$ cat src/dbtc_pkg.sv
package dbtc_pkg;
  localparam int AW = 12;
  localparam logic [7:0] OFF_TIMING = 8'h00;
  localparam logic [7:0] OFF_CONFIG = 8'h10;
  localparam logic [7:0] OFF_STATUS = 8'h20;
  localparam logic [15:0] TIMING_RESET = 16'h051F;
  localparam logic [15:0] TIMING_WMASK = 16'hFF5F;
  localparam logic [7:0] CONFIG_RESET = 8'h00;
  localparam logic [7:0] CONFIG_WMASK = 8'hF8;
  // Segment lengths in half clocks
  localparam logic [2:0] HALF_0P5 = 3'h1;
  localparam logic [2:0] HALF_1P5 = 3'h3;
  localparam logic [2:0] HALF_2P5 = 3'h5;
  localparam logic [2:0] HALF_1CLK = 3'h2;
  localparam logic [2:0] HALF_2CLK = 3'h4;
  localparam logic [2:0] HALF_NONE = 3'h0;
  localparam logic [1:0] COL_STROBE_WIDTH_LONG = 2'h2;
  localparam logic [4:0] ACK_LAST = 5'h1F;
  localparam logic [2:0] BEAT_ONE = 3'h0;
  localparam logic [2:0] BEAT_TWO = 3'h1;
  localparam logic [2:0] BEAT_FOUR = 3'h3;
  localparam logic [2:0] BEAT_EIGHT = 3'h7;
  localparam logic [1:0] WORD_LAST = 2'h3;

  typedef enum logic [1:0] {
    PW_32 = 2'b00, PW_RSVD = 2'b01, PW_16 = 2'b10, PW_64 = 2'b11
  } dbtc_pw_e;
  typedef enum logic [2:0] {
    XC_LATCH = 3'b000, XC_PLAIN = 3'b001, XC_MUX = 3'b010
  } dbtc_xcvr_e;
  typedef enum logic [2:0] {
    SQ_IDLE = 3'b000, SQ_PRE = 3'b001, SQ_RSET = 3'b010, SQ_RHOLD = 3'b011,
    SQ_CSET = 3'b100, SQ_CACT = 3'b101, SQ_TURN = 3'b110
  } dbtc_seq_e;

  typedef struct packed {
    logic [1:0] pre;
    logic row_hold;
    logic setup;
    logic [1:0] col_strobe_width;
    logic [1:0] rdta;
    logic zero7;
    logic wrta;
    logic zero5;
    logic [4:0] ack;
  } dbtc_timing_s;
  typedef struct packed {
    logic [2:0] xcvr;
    logic [1:0] pw;
    logic [2:0] zero;
  } dbtc_cfg_s;
  typedef struct packed {
    dbtc_seq_e st;
    logic [2:0] cnt;
    logic [2:0] beat;
  } dbtc_seq_s;
  typedef struct packed {
    logic [3:0] ras_n;
    logic [3:0] cas_n;
    logic col;
    logic drive;
    logic rd_even;
    logic rd_odd;
  } dbtc_pins_s;
  typedef struct packed {
    logic [1:0] bank;
    logic wr;
    logic burst;
    logic pair;
    logic ilv;
    logic half16;
    logic [2:0] last;
    logic [11:0] row;
    logic [11:0] col;
    dbtc_timing_s t;
    dbtc_cfg_s c;
  } dbtc_acc_s;
endpackage

$ cat src/dbtc_regs.sv
`timescale 1ns/10ps
module dbtc_regs (
  input wire logic pclk,
  input wire logic presetn,
  input wire logic psel,
  input wire logic penable,
  input wire logic pwrite,
  input wire logic [7:0] paddr,
  input wire logic [31:0] pwdata,
  output logic [31:0] prdata,
  output logic pready,
  output logic pslverr,
  input wire logic [7:0] status,
  output dbtc_pkg::dbtc_timing_s [3:0] timing,
  output dbtc_pkg::dbtc_cfg_s [3:0] cfg
);
  logic [15:0] tm [4];
  logic [7:0] cf [4];
  logic [15:0] next_tm [4];
  logic [7:0] next_cf [4];
  logic [31:0] next_prdata;
  logic next_pslverr;

  // {mapped, kind(0 timing,1 config,2 status), bank}
  function automatic logic [4:0] decode(input logic [7:0] a);
    decode = 5'h00;
    if (a[7:4] == dbtc_pkg::OFF_TIMING[7:4] && a[1:0] == 2'h0) begin
      decode = {1'b1, 2'h0, a[3:2]};
    end else if (a[7:4] == dbtc_pkg::OFF_CONFIG[7:4] && a[1:0] == 2'h0) begin
      decode = {1'b1, 2'h1, a[3:2]};
    end else if (a == dbtc_pkg::OFF_STATUS) begin
      decode = {1'b1, 2'h2, 2'h0};
    end
  endfunction

  assign pready = 1'b1;

  always_comb begin
    logic [4:0] d;
    d = decode(paddr);
    next_prdata = prdata;
    next_pslverr = pslverr;
    if (psel && !penable) begin
      next_pslverr = !d[4];
      case (d[3:2])
        2'h0: next_prdata = {16'h0000, tm[d[1:0]]};
        2'h1: next_prdata = {24'h000000, cf[d[1:0]]};
        2'h2: next_prdata = {24'h000000, status};
        default: next_prdata = 32'h00000000;
      endcase
      if (!d[4]) begin
        next_prdata = 32'h00000000;
      end
    end
  end

  always_ff @(posedge pclk or negedge presetn) begin
    if (!presetn) begin
      prdata <= 32'h00000000;
      pslverr <= 1'b0;
    end else begin
      prdata <= next_prdata;
      pslverr <= next_pslverr;
    end
  end

  for (genvar i = 0; i < 4; i++) begin : g_bank
    always_comb begin
      logic [4:0] d;
      d = decode(paddr);
      next_tm[i] = tm[i];
      next_cf[i] = cf[i];
      if (psel && penable && pwrite && d[4] && d[1:0] == 2'(i)) begin
        if (d[3:2] == 2'h0) begin
          next_tm[i] = pwdata[15:0] & dbtc_pkg::TIMING_WMASK;
        end
        if (d[3:2] == 2'h1) begin
          next_cf[i] = pwdata[7:0] & dbtc_pkg::CONFIG_WMASK;
        end
      end
    end
    always_ff @(posedge pclk or negedge presetn) begin
      if (!presetn) begin
        tm[i] <= dbtc_pkg::TIMING_RESET;
        cf[i] <= dbtc_pkg::CONFIG_RESET;
      end else begin
        tm[i] <= next_tm[i];
        cf[i] <= next_cf[i];
      end
    end
    assign timing[i] = tm[i];
    assign cfg[i] = cf[i];
  end
endmodule

$ cat src/dbtc_oe_map.sv
`timescale 1ns/10ps
module dbtc_oe_map (
  input wire logic pclk,
  input wire logic presetn,
  input wire logic [2:0] xcvr,
  input wire logic rd_even,
  input wire logic rd_odd,
  output logic even_read_output_enable_n,
  output logic odd_read_output_enable_n
);
  logic next_even_n;
  logic next_odd_n;

  always_comb begin
    next_odd_n = !rd_odd;
    if (xcvr == dbtc_pkg::XC_MUX) begin
      next_even_n = !(rd_even || rd_odd);
    end else begin
      next_even_n = !rd_even;
    end
  end

  always_ff @(posedge pclk or negedge presetn) begin
    if (!presetn) begin
      even_read_output_enable_n <= 1'b1;
      odd_read_output_enable_n <= 1'b1;
    end else begin
      even_read_output_enable_n <= next_even_n;
      odd_read_output_enable_n <= next_odd_n;
    end
  end
endmodule

$ cat src/dbtc_ctrl.sv
// Added by the designer: the register addresses and the APB slave port.
`timescale 1ns/10ps
module dbtc_ctrl (
  input wire logic pclk,
  input wire logic presetn,
  input wire logic psel,
  input wire logic penable,
  input wire logic pwrite,
  input wire logic [7:0] paddr,
  input wire logic [31:0] pwdata,
  output logic [31:0] prdata,
  output logic pready,
  output logic pslverr,
  input wire logic acc_valid,
  output logic acc_ready,
  input wire logic [1:0] acc_bank,
  input wire logic acc_write,
  input wire logic acc_burst,
  input wire logic acc_page_hit,
  input wire logic [11:0] acc_row,
  input wire logic [11:0] acc_col,
  output dbtc_pkg::dbtc_pins_s pins_h0,
  output dbtc_pkg::dbtc_pins_s pins_h1,
  output logic [11:0] dram_addr,
  output logic data_ready,
  output logic [1:0] data_word,
  output logic burst_ack,
  output logic bus_stall,
  output logic even_read_output_enable_n,
  output logic odd_read_output_enable_n
);
  dbtc_pkg::dbtc_timing_s [3:0] timing;
  dbtc_pkg::dbtc_cfg_s [3:0] cfg;
  dbtc_pkg::dbtc_acc_s cur;
  dbtc_pkg::dbtc_acc_s next_cur;
  dbtc_pkg::dbtc_acc_s a;
  dbtc_pkg::dbtc_seq_s seq;
  dbtc_pkg::dbtc_seq_s mid;
  dbtc_pkg::dbtc_seq_s next_seq;
  dbtc_pkg::dbtc_pins_s p0;
  dbtc_pkg::dbtc_pins_s p1;
  dbtc_pkg::dbtc_pins_s next_h0;
  dbtc_pkg::dbtc_pins_s next_h1;
  logic [7:0] status;
  logic accept;
  logic second;
  logic next_second;
  logic ack_on;
  logic next_ack_on;
  logic acked;
  logic next_acked;
  logic [4:0] ack_cnt;
  logic [4:0] next_ack_cnt;
  logic rd_end;
  logic cas_first;
  logic [2:0] end_beat;
  logic next_data_ready;
  logic [1:0] next_data_word;
  logic next_burst_ack;
  logic next_bus_stall;
  logic [11:0] next_dram_addr;
  logic oe_even;
  logic oe_odd;

  dbtc_regs u_regs (
    .pclk(pclk),
    .presetn(presetn),
    .psel(psel),
    .penable(penable),
    .pwrite(pwrite),
    .paddr(paddr),
    .pwdata(pwdata),
    .prdata(prdata),
    .pready(pready),
    .pslverr(pslverr),
    .status(status),
    .timing(timing),
    .cfg(cfg)
  );

  // Length of one sequencer segment in half clocks
  function automatic logic [2:0] seg_len(input dbtc_pkg::dbtc_seq_e st, input dbtc_pkg::dbtc_acc_s c);
    case (st)
      dbtc_pkg::SQ_PRE: seg_len = c.t.pre[0] ? dbtc_pkg::HALF_2CLK : dbtc_pkg::HALF_1CLK;
      dbtc_pkg::SQ_RSET: seg_len = c.t.setup ? dbtc_pkg::HALF_1P5 : dbtc_pkg::HALF_0P5;
      dbtc_pkg::SQ_RHOLD: seg_len = c.t.row_hold ? dbtc_pkg::HALF_1P5 : dbtc_pkg::HALF_0P5;
      dbtc_pkg::SQ_CSET: seg_len = c.t.setup ? dbtc_pkg::HALF_1P5 : dbtc_pkg::HALF_0P5;
      // Reserved widths fall back to the short pulse
      dbtc_pkg::SQ_CACT: seg_len = (c.t.col_strobe_width == dbtc_pkg::COL_STROBE_WIDTH_LONG) ? dbtc_pkg::HALF_2P5
                                                                    : dbtc_pkg::HALF_1P5;
      dbtc_pkg::SQ_TURN: seg_len = c.wr ? dbtc_pkg::HALF_NONE : {c.t.rdta, 1'b0};
      default: seg_len = dbtc_pkg::HALF_NONE;
    endcase
  endfunction

  function automatic dbtc_pkg::dbtc_seq_s enter(input dbtc_pkg::dbtc_seq_e st, input logic [2:0] beat,
                                                 input dbtc_pkg::dbtc_acc_s c);
    enter.st = st;
    enter.cnt = seg_len(st, c);
    enter.beat = beat;
    if (enter.cnt == dbtc_pkg::HALF_NONE) begin
      enter.st = dbtc_pkg::SQ_IDLE;
      enter.beat = 3'h0;
    end
  endfunction

  // Advance the sequencer by one half clock
  function automatic dbtc_pkg::dbtc_seq_s half_step(input dbtc_pkg::dbtc_seq_s s, input dbtc_pkg::dbtc_acc_s c);
    half_step = s;
    if (s.st != dbtc_pkg::SQ_IDLE) begin
      if (s.cnt > 3'h1) begin
        half_step.cnt = s.cnt - 3'h1;
      end else begin
        case (s.st)
          dbtc_pkg::SQ_PRE: half_step = enter(dbtc_pkg::SQ_RSET, s.beat, c);
          dbtc_pkg::SQ_RSET: half_step = enter(dbtc_pkg::SQ_RHOLD, s.beat, c);
          dbtc_pkg::SQ_RHOLD: half_step = enter(dbtc_pkg::SQ_CSET, s.beat, c);
          dbtc_pkg::SQ_CSET: half_step = enter(dbtc_pkg::SQ_CACT, s.beat, c);
          dbtc_pkg::SQ_CACT: begin
            if (s.beat == c.last) begin
              half_step = enter(dbtc_pkg::SQ_TURN, s.beat, c);
            end else begin
              half_step = enter(dbtc_pkg::SQ_CSET, s.beat + 3'h1, c);
            end
          end
          default: half_step = enter(dbtc_pkg::SQ_IDLE, 3'h0, c);
        endcase
      end
    end
  endfunction

  // Pin levels for one half clock
  function automatic dbtc_pkg::dbtc_pins_s pins_of(input dbtc_pkg::dbtc_seq_s s, input dbtc_pkg::dbtc_acc_s c);
    logic act;
    logic [3:0] mask;
    act = s.st == dbtc_pkg::SQ_RHOLD || s.st == dbtc_pkg::SQ_CSET || s.st == dbtc_pkg::SQ_CACT;
    if (c.ilv) begin
      mask = 4'h3 << {c.bank[1], 1'b0};
    end else begin
      mask = 4'h1 << c.bank;
    end
    pins_of.ras_n = act ? ~mask : 4'hF;
    pins_of.cas_n = (s.st == dbtc_pkg::SQ_CACT) ? ~mask : 4'hF;
    pins_of.col = s.st == dbtc_pkg::SQ_CSET || s.st == dbtc_pkg::SQ_CACT;
    pins_of.drive = c.wr && s.st != dbtc_pkg::SQ_IDLE && s.st != dbtc_pkg::SQ_TURN
                    && !(s.st == dbtc_pkg::SQ_CACT && s.beat == c.last && !c.t.wrta
                         && s.cnt <= dbtc_pkg::HALF_1CLK);
    pins_of.rd_even = !c.wr && act && (c.ilv || !c.bank[0]);
    pins_of.rd_odd = !c.wr && act && (c.ilv || c.bank[0]);
  endfunction

  assign acc_ready = seq.st == dbtc_pkg::SQ_IDLE;
  assign accept = acc_ready && acc_valid;
  assign status = {1'b0, !acc_ready, bus_stall, seq.st, cur.bank};

  // Access capture and sequencer
  always_comb begin
    a.bank = acc_bank;
    a.wr = acc_write;
    a.burst = acc_burst;
    a.row = acc_row;
    a.col = acc_col;
    // The pair partner is assumed to hold identical settings
    a.t = timing[acc_bank];
    a.c = cfg[acc_bank];
    a.half16 = a.c.pw == dbtc_pkg::PW_16;
    a.ilv = a.c.pw == dbtc_pkg::PW_64
            && (a.c.xcvr == dbtc_pkg::XC_MUX || a.c.xcvr == dbtc_pkg::XC_LATCH);
    a.pair = !acc_write && acc_burst && !a.half16 && a.c.xcvr != dbtc_pkg::XC_PLAIN;
    if (!acc_burst) begin
      a.last = a.half16 ? dbtc_pkg::BEAT_TWO : dbtc_pkg::BEAT_ONE;
    end else if (a.pair) begin
      a.last = dbtc_pkg::BEAT_TWO;
    end else begin
      a.last = a.half16 ? dbtc_pkg::BEAT_EIGHT : dbtc_pkg::BEAT_FOUR;
    end
    next_cur = cur;
    mid = half_step(seq, cur);
    next_seq = half_step(mid, cur);
    if (accept) begin
      next_cur = a;
      if (acc_page_hit) begin
        next_seq = enter(dbtc_pkg::SQ_CSET, 3'h0, a);
      end else begin
        next_seq = enter(dbtc_pkg::SQ_PRE, 3'h0, a);
      end
    end
  end

  always_ff @(posedge pclk or negedge presetn) begin
    if (!presetn) begin
      cur <= '0;
      seq <= '{st: dbtc_pkg::SQ_IDLE, cnt: 3'h0, beat: 3'h0};
    end else begin
      cur <= next_cur;
      seq <= next_seq;
    end
  end

  // Pins, data return and acknowledge
  always_comb begin
    p0 = pins_of(seq, cur);
    p1 = pins_of(mid, cur);
    next_h0 = p0;
    next_h1 = p1;
    if (cur.pair) begin
      next_dram_addr = cur.col + {10'h000, mid.beat[0], 1'b0};
    end else begin
      next_dram_addr = cur.col + {9'h000, mid.beat};
    end
    if (!p1.col) begin
      next_dram_addr = cur.row;
    end
    rd_end = 1'b0;
    end_beat = mid.beat;
    if (seq.st == dbtc_pkg::SQ_CACT && seq.cnt == 3'h1) begin
      rd_end = !cur.wr;
      end_beat = seq.beat;
    end else if (mid.st == dbtc_pkg::SQ_CACT && mid.cnt == 3'h1) begin
      rd_end = !cur.wr;
    end
    if (cur.half16 && !end_beat[0]) begin
      rd_end = 1'b0;
    end
    next_data_ready = rd_end || second;
    next_second = rd_end && cur.pair;
    if (!rd_end) begin
      next_data_word = data_word + 2'h1;
    end else if (cur.pair) begin
      next_data_word = {end_beat[0], 1'b0};
    end else if (cur.half16) begin
      next_data_word = end_beat[2:1];
    end else begin
      next_data_word = end_beat[1:0];
    end
    if (!next_data_ready) begin
      next_data_word = data_word;
    end
    cas_first = (seq.st == dbtc_pkg::SQ_CACT || mid.st == dbtc_pkg::SQ_CACT) && seq.beat == 3'h0;
    next_ack_on = ack_on;
    next_ack_cnt = ack_cnt;
    next_acked = acked;
    if (accept) begin
      next_ack_on = 1'b0;
      next_ack_cnt = 5'h00;
      next_acked = 1'b0;
    end else if (ack_on) begin
      if (ack_cnt != dbtc_pkg::ACK_LAST) begin
        next_ack_cnt = ack_cnt + 5'h01;
      end
    end else if (cas_first) begin
      next_ack_on = 1'b1;
    end
    next_burst_ack = 1'b0;
    if (cur.burst && !cur.wr && !acked && seq.st != dbtc_pkg::SQ_IDLE) begin
      if (cur.t.ack == dbtc_pkg::ACK_LAST) begin
        next_burst_ack = next_data_ready && next_data_word == dbtc_pkg::WORD_LAST;
      end else begin
        next_burst_ack = ack_on && ack_cnt == cur.t.ack;
      end
    end
    if (next_burst_ack) begin
      next_acked = 1'b1;
    end
    next_bus_stall = next_seq.st == dbtc_pkg::SQ_TURN;
    oe_even = p1.rd_even && !(cur.ilv && second);
    oe_odd = p1.rd_odd && !(cur.ilv && !second);
  end

  always_ff @(posedge pclk or negedge presetn) begin
    if (!presetn) begin
      pins_h0 <= '{ras_n: 4'hF, cas_n: 4'hF, col: 1'b0, drive: 1'b0, rd_even: 1'b0, rd_odd: 1'b0};
      pins_h1 <= '{ras_n: 4'hF, cas_n: 4'hF, col: 1'b0, drive: 1'b0, rd_even: 1'b0, rd_odd: 1'b0};
      dram_addr <= 12'h000;
      data_ready <= 1'b0;
      data_word <= 2'h0;
      second <= 1'b0;
      burst_ack <= 1'b0;
      ack_on <= 1'b0;
      ack_cnt <= 5'h00;
      acked <= 1'b0;
      bus_stall <= 1'b0;
    end else begin
      pins_h0 <= next_h0;
      pins_h1 <= next_h1;
      dram_addr <= next_dram_addr;
      data_ready <= next_data_ready;
      data_word <= next_data_word;
      second <= next_second;
      burst_ack <= next_burst_ack;
      ack_on <= next_ack_on;
      ack_cnt <= next_ack_cnt;
      acked <= next_acked;
      bus_stall <= next_bus_stall;
    end
  end

  dbtc_oe_map u_oe (
    .pclk(pclk),
    .presetn(presetn),
    .xcvr(cur.c.xcvr),
    .rd_even(oe_even),
    .rd_odd(oe_odd),
    .even_read_output_enable_n(even_read_output_enable_n),
    .odd_read_output_enable_n(odd_read_output_enable_n)
  );
endmodule

$ cat config.mk
export PLATFORM = sky130hd
export DESIGN_NAME = dbtc_ctrl
export DESIGN_NICKNAME = d
export VERILOG_FILES = /design/src/dbtc_pkg.sv /design/src/dbtc_regs.sv /design/src/dbtc_oe_map.sv /design/src/dbtc_ctrl.sv
export SDC_FILE = /design/constraint.sdc
export NUM_CORES = 1
export LEC_CHECK = 0
export ABC_AREA = 1
export BUFFER_PORTS_ARGS = -buffer_cell sky130_fd_sc_hd__clkbuf_2
export CAP_MARGIN = 20
export CORE_MARGIN = 2
export CORE_UTILIZATION = 62
export CTS_CLUSTER_DIAMETER = 40
export DETAILED_ROUTE_END_ITERATION = 16
export MAX_ROUTING_LAYER = met4
export PLACE_DENSITY = 0.83
export SYNTH_ARGS = -nofsm -noshare
export SYNTH_HDL_FRONTEND = slang
export SYNTH_SLANG_ARGS = --single-unit
$ cat constraint.sdc
create_clock -name pclk -period 6.39 [get_ports pclk]
set_input_delay 1.917 -clock pclk [delete_from_list [all_inputs] [get_ports pclk]]
set_output_delay 1.917 -clock pclk [all_outputs]
set_load 0.01 [all_outputs]
Word level (Yosys, flattened, before mapping) --
Index checks and enable logic that the tools add are counted.
Word-level totals: flip-flop bits (word level) 218, input bits 75, output and inout port bits 78, logic and storage cells 355
Operators by class: $add $sub $neg 8, magnitude comparators 6, equality and inequality tests 34, shift-type cells 2, mux-type cells 137, bitwise gates (word level) 2, reductions and logical operators 114
Operator list (number):
- $mux 3 | 80
- $pmux 9 s5 | 2
- $bmux 16 s2 | 2
- $mux 9 | 6
- $logic_not 3->1 | 17
- $pmux 16 s3 | 1
- $logic_and 1x1->1 | 47
- $bmux 8 s2 | 2
- $mux 16 | 2
- $mux 32 | 1
- $mux 5 | 6
- $mux 12 | 2
- $mux 8 | 3
- $mux 2 | 11
- $mux 4 | 5
- $eq 3x2->1 const B | 6
- $logic_not 1->1 | 18
- $reduce_and 2->1 | 9
- $eq 3x3->1 const B | 5
- $mux 15 | 1
- $eq 2x2->1 const B | 7
- $mux 1 | 13
- $add 12x2->12 | 1
- $add 12x3->12 | 1
- other kinds (28) | 55

Longest topological paths before layout --
depth after elaboration 24, mapped depth 24, depth with buffers taken out 24

Cells and area by module --
From an unflattened synthesis, not the netlist that was laid out.
Second synthesis, totals: cells, all modules 1374, area, all modules 10920.5 µm²
Modules (own cells, without submodules):
- dbtc_ctrl | times used 1, cells each 819, area each 6175.9 µm², sequential area each 2697.6 µm²
- dbtc_regs | times used 1, cells each 548, area each 4668.2 µm², sequential area each 2362.3 µm²
- dbtc_oe_map | times used 1, cells each 7, area each 76.3 µm², sequential area each 52.6 µm²

Least setup slack after synthesis --
Ideal clock, no wire load.
path kind input to register, start input port paddr[7], end register u_regs.tm (netlist bit u_regs.timing[25]), setup time 130 ps, arrival 3358 ps, data required time 6260 ps, path slack 2902 ps, stages 10, buffers on the path 2, cells stage by stage nor2_1 nand2_1 nor2_1 nand2_1 nor2_1 buf_2 nand3_1 clkbuf_1 nand2_1 o21ai_0
Between the ends: longest elaborated chain between the ends 7, elaborated cells on any way between the ends 13, those cells by class 3 x eq/ne; 3 x mux; 7 x reduce/logical
RTL lines:
- from (decl) | line dbtc_ctrl.sv:9 | input wire logic [7:0] paddr,
- $eq 8x6->1 or $eq 4x1->1 (tied branches) | line dbtc_regs.sv:31, dbtc_regs.sv:29
- $mux 5 or $logic_and 1x1->1 (tied branches) | line dbtc_regs.sv:31, dbtc_regs.sv:29
- $mux 5 | line dbtc_regs.sv:29 | end else if (a[7:4] == dbtc_pkg::OFF_CONFIG[7:4] && a[1:0] == 2'h0) begin
- $mux 5 (*) | line dbtc_regs.sv:27 | if (a[7:4] == dbtc_pkg::OFF_TIMING[7:4] && a[1:0] == 2'h0) begin
- $logic_and 1x1->1 or $eq 2x1->1 (tied branches) | line dbtc_regs.sv:73 | if (psel && penable && pwrite && d[4] && d[1:0] == 2'(i)) begin
- $logic_and 1x1->1 | line dbtc_regs.sv:73
- $reduce_and 2->1 (no line) (*)
- to (signal, indexed assignment) | line dbtc_regs.sv:84 | tm[i] <= dbtc_pkg::TIMING_RESET;
- to (signal, indexed assignment) | line dbtc_regs.sv:87 | tm[i] <= next_tm[i];
- to (decl) | line dbtc_regs.sv:17 | logic [15:0] tm [4];
Every way passes the cells marked *; elsewhere a longest branch is shown, timed or not. A chain may end at the register's enable or synchronous reset.

Worst setup path after layout --
start input port paddr[1], end register u_regs.tm (netlist bit u_regs.timing[45])
Between the ends: longest elaborated chain between the ends 7, elaborated cells on any way between the ends 12, those cells by class 2 x eq/ne; 3 x mux; 7 x reduce/logical
RTL lines (line):
- $eq 8x6->1 or $logic_not 2->1 (tied branches) | dbtc_regs.sv:31, dbtc_regs.sv:27, dbtc_regs.sv:29
- $mux 5 or $logic_and 1x1->1 (tied branches) | dbtc_regs.sv:31, dbtc_regs.sv:29
- $mux 5 | dbtc_regs.sv:29
- $mux 5 (*) | dbtc_regs.sv:27
- $logic_and 1x1->1 or $eq 2x2->1 (tied branches) | dbtc_regs.sv:73
- $logic_and 1x1->1 | dbtc_regs.sv:73
- $reduce_and 2->1 (no line) (*)
Marked as above.

==> key figures <==
Logic synthesis
  – Synth Area in XOR/XNOR: 0.849%
  – Area leader, netlist: dfrtp_1
  – Syn. warnings: 0
  – Compound-Gate Fraction of Synth Area: 16.8%
  – Syn Std Cell Area: 0.0103 sq mm
  – Largest family of logic cells by synthesized area: simple AND/OR/NAND/NOR gates
  – Synth area leaders: dfrtp_1 38%, nand2_1 14%, dfstp_2 12%, o21ai_0 8.5%, inv_1 3.9%
  – Post-Syn Instances: ~1300
  – Mux cell area share after synthesis: 0%
  – FF+latch count, synth: 202
  – Synth unique cells: 53
  – Synth Area in Adders: 2.62%
  – Mapped Avg Cell Area: 8.11 sq um
  – Share of the synthesized area in the top cell type: 37.8%
  – Register area share after synthesis: 49.5%
  – Simple-gate area share of the yosys netlist: 22.7%

Route
  – Via count: 9181
  – Initial DRC Count: 821
  – WL/cell: roughly 16 um
  – Residual DRC count: 0
  – Drt pass-1 iters: 5
  – Routed wire length: 26.3 mm
  – Via density per instance: between 5 and 6
  – DRT antenna net count: 0

STA
  – Max-slew violations: 0
  – Fin Setup TNS: 0 ps
  – Slew @ Worst Pin: 1110 ps
  – Min Hold Slack: around 470 ps
  – Final setup violation count: 0
  – Fmax: around 240 MHz
  – Relative slew slack: 26.0%
  – RSZ-0062 raised after global routing: no
  – Period utilisation layout: 65.2%
  – Hold Vio Cnt, Final: 0
  – Clock Skew: roughly 22 ps
  – Min Tclk post-route: approximately 4200 ps

Floorplan
  – Initial core utilization: 62.9%
  – Core Area: 0.0164 sq mm
  – Die area: about 0.018 sq mm
  – Row count: 47
  – Die width: 133 um
  – Die Y: 133 um
  – # IOs: 153

Critical path
  – Reg2reg path depth: 20
  – CP endpoint kind: flip-flop
  – Critical Path Slowest Stage Cell: nand3_1
  – Setup crit start kind: input port
  – R2R Path Start: cur[55]
  – CP Buf/Inv Count: 2
  – Worst path max stage delay: 930 ps
  – Crit-path max FO: 28
  – R2R setup slack: 2600 ps
  – Crit path DAT: 4540 ps
  – Crit-path cells: clkbuf_2 -> nor2_1 -> nand2_1 -> nor2_1 -> nand2_1 -> nand3_1 -> clkinv_1 -> nand3_1 -> o21ai_0
  – Largest delay contributor family on the critical path: simple AND/OR/NAND/NOR gates
  – Crit path required time: 6760 ps
  – Reg-to-Reg End: dram_addr[10]
  – CP Class: input port to flip-flop

Clock tree
  – Clock-pin slew on the worst setup and hold paths: 50 ps
  – CTS buffer count: 28
  – CTS resizes: 0
  – # H-tree levels: 1
  – Setup Buffers After CTS: 0
  – Clock sinks: 202
  – Clk buf depth: 3
  – Clock root buffer master: clkbuf_16
  – Post-cts hold buffer count: 0
  – Worst-Skew Late Latency: roughly 540 ps
  – TritonCTS clock tree: yes

Global routing
  – Largest net degree at the start of global routing: between 100 and 150
  – Global-route usage over all layers: 31.1%
  – Global-route wire length before repair: around 44 mm
  – Vias in the first global route: 9001
  – GRT overflow: 0
  – Initial antenna violation count: 0

Min path
  – HP Start: ack_cnt[2]
  – HP Class: flip-flop to flip-flop
  – WHS Endpoint: ack_cnt[2]
  – Hold Crit Depth: 1

Cells and area
  – Multi-input gate area: roughly 0.0045 sq mm
  – P&R area growth vs syn: 16.3%
  – Filler Cells Inserted: 1247
  – Layout cells sized above 1: 20.2%
  – Non-filler cells, final: around 1600
  – Diode count: 0
  – Nets: between 1000 and 1500
  – Utilization after layout: 73.2%
  – Sequential cell area: 0.00511 sq mm

Power
  – Pwr per Cell Area: 424 mW/mm^2
  – VDD IR max: about 0.00025 V
  – Leakage: 5.75 nW

Place
  – Detailed Place HPWL: 17.6 mm
  – I/O Buffers: approximately 120
  – Dpl cells: 1581
  – Gpl congestion: 0.934

Status
  – Run status: finished, final reports clean

Job
  – Max Cap Viol: 0
==> worst max-delay path by stage <==
stage | start | endpoint | slack (ps) | cells past startpoint
floorplan | paddr[7] | u_regs.timing[25] | 2900 | 10
global placement | paddr[7] | u_regs.timing[43] | 1820 | 9
detailed placement | paddr[1] | u_regs.timing[45] | 1790 | 9
CTS | paddr[1] | u_regs.timing[45] | 2330 | 9
global route | paddr[7] | u_regs.timing[42] | 1900 | 10
finish | paddr[1] | u_regs.timing[45] | 2230 | 9
==> cells by family after synthesis <==
| family | after synthesis |
|---|---|
| and+or+nand+nor | 549 |
| other | 2 |
| xor gates and xnor gates | 10 |
| adders and majority gates | 21 |
| AOI/OAI and AO/OA | 305 |
| buffers and inverters | 184 |
| DFF | 202 |
==> layer usage <==
layer  GRT usage (%)  part of all wire [%]  up-vias
li1                -                     -     4397
met1            39.9                    42     4371
met2            51.2                    49      349
met3            4.25                   6.0       64
met4            10.9                   3.0        0
met5               -                     0        -
==> where the power goes <==
group	internal (mW)	switching, mW	total (mW)
Sequential	1.57	0.208	1.78
Clock	0.954	0.609	1.56
Combinational	0.565	1.19	1.75
Total	3.09	2.00	5.09
==> state kept, by name (all words and copies together), names as in the netlist <==
| name | count |
|---|---|
| seq | 9 |
| pins_h1 | 12 |
| dram_addr | 12 |
| data_ready | 1 |
| u_regs.cfg | 20 |
| pins_h0 | 12 |
| bus_stall | 1 |
| data_word | 2 |
| u_regs.timing | 56 |
| burst_ack | 1 |
| u_oe.even_read_output_enable_n | 1 |
| u_regs.pslverr | 1 |
| ack_cnt | 5 |
| u_regs.prdata | 16 |
| ack_on | 1 |
| cur | 49 |
| u_oe.odd_read_output_enable_n | 1 |
| acked | 1 |
| second | 1 |
==> stage by stage <==
| step | power (mW) | area (sq um) | setup slack, ps |
|---|---|---|---|
| 2_1_floorplan | 3.01 | 10400 | 2900 |
| 3_3_place_gp | 3.42 | 11000 | 1820 |
| 3_5_place_dp | 3.49 | 11000 | 1790 |
| 4_1_cts | 5.09 | 12000 | 2330 |
| 5_1_grt | 5.41 | 12000 | 1900 |
| 6_report | 5.09 | 12000 | 2230 |
==> cells in the mapped netlist, drive strengths merged <==
master / count
nand2: 391
o21ai: 197
dfrtp: 156
inv: 124
nor2: 93
nand3: 47
dfstp: 46
a21oi: 42
clkbuf: 31
buf: 24
ha: 20
a221oi: 13
o22ai: 13
nand4: 9
o211ai: 9
a22oi: 8
xor2: 7
clkinv: 5
nor3: 5
a22o: 4
a31oi: 3
o21a: 3
o31ai: 3
xnor2: 3
a31o: 2
conb: 2
nor4: 2
o221ai: 2
a211o: 1
a21boi: 1
a32oi: 1
fa: 1
nand3b: 1
o2111ai: 1
o21bai: 1
o2bb2ai: 1
or2: 1
==> area by class of cell <==
type / count / area share (%)
well taps: 220 / 2.29
inverters: 129 / 4.08
clock inverters: 20 / 1.96
multi-input cells: 902 / 37.4
flip-flops and latches: 202 / 42.6
clock buffers: 32 / 6.04
repair buffers: 128 / 5.60
==> cell usage in the layout, fill, tap and decap left out, types with 4 or more instances in the layout <==
cell | synthesis | routed
a22oi_1 | 8 | 8
nand3_2 | 4 | 4
clkinv_1 | 5 | 5
nand4_1 | 9 | 9
conb_1 | 2 | 17
inv_1 | 108 | 108
dfstp_2 | 46 | 46
nor2_4 | 7 | 7
dfrtp_1 | 156 | 156
o22ai_1 | 13 | 13
a21oi_1 | 41 | 41
nand2_1 | 377 | 377
nor2_2 | 7 | 7
xor2_1 | 7 | 7
ha_1 | 20 | 20
o21ai_1 | 17 | 17
clkbuf_16 | 0 | 28
a221oi_1 | 13 | 13
o21ai_0 | 175 | 175
clkbuf_2 | 0 | 118
clkinvlp_4 | 0 | 7
nand2_2 | 11 | 11
nand3_1 | 41 | 41
o21ai_2 | 4 | 4
buf_4 | 18 | 9
inv_2 | 14 | 14
nor2_1 | 79 | 79
a22o_1 | 4 | 4
o211ai_1 | 9 | 9
(Power assumes the default switching activity.)
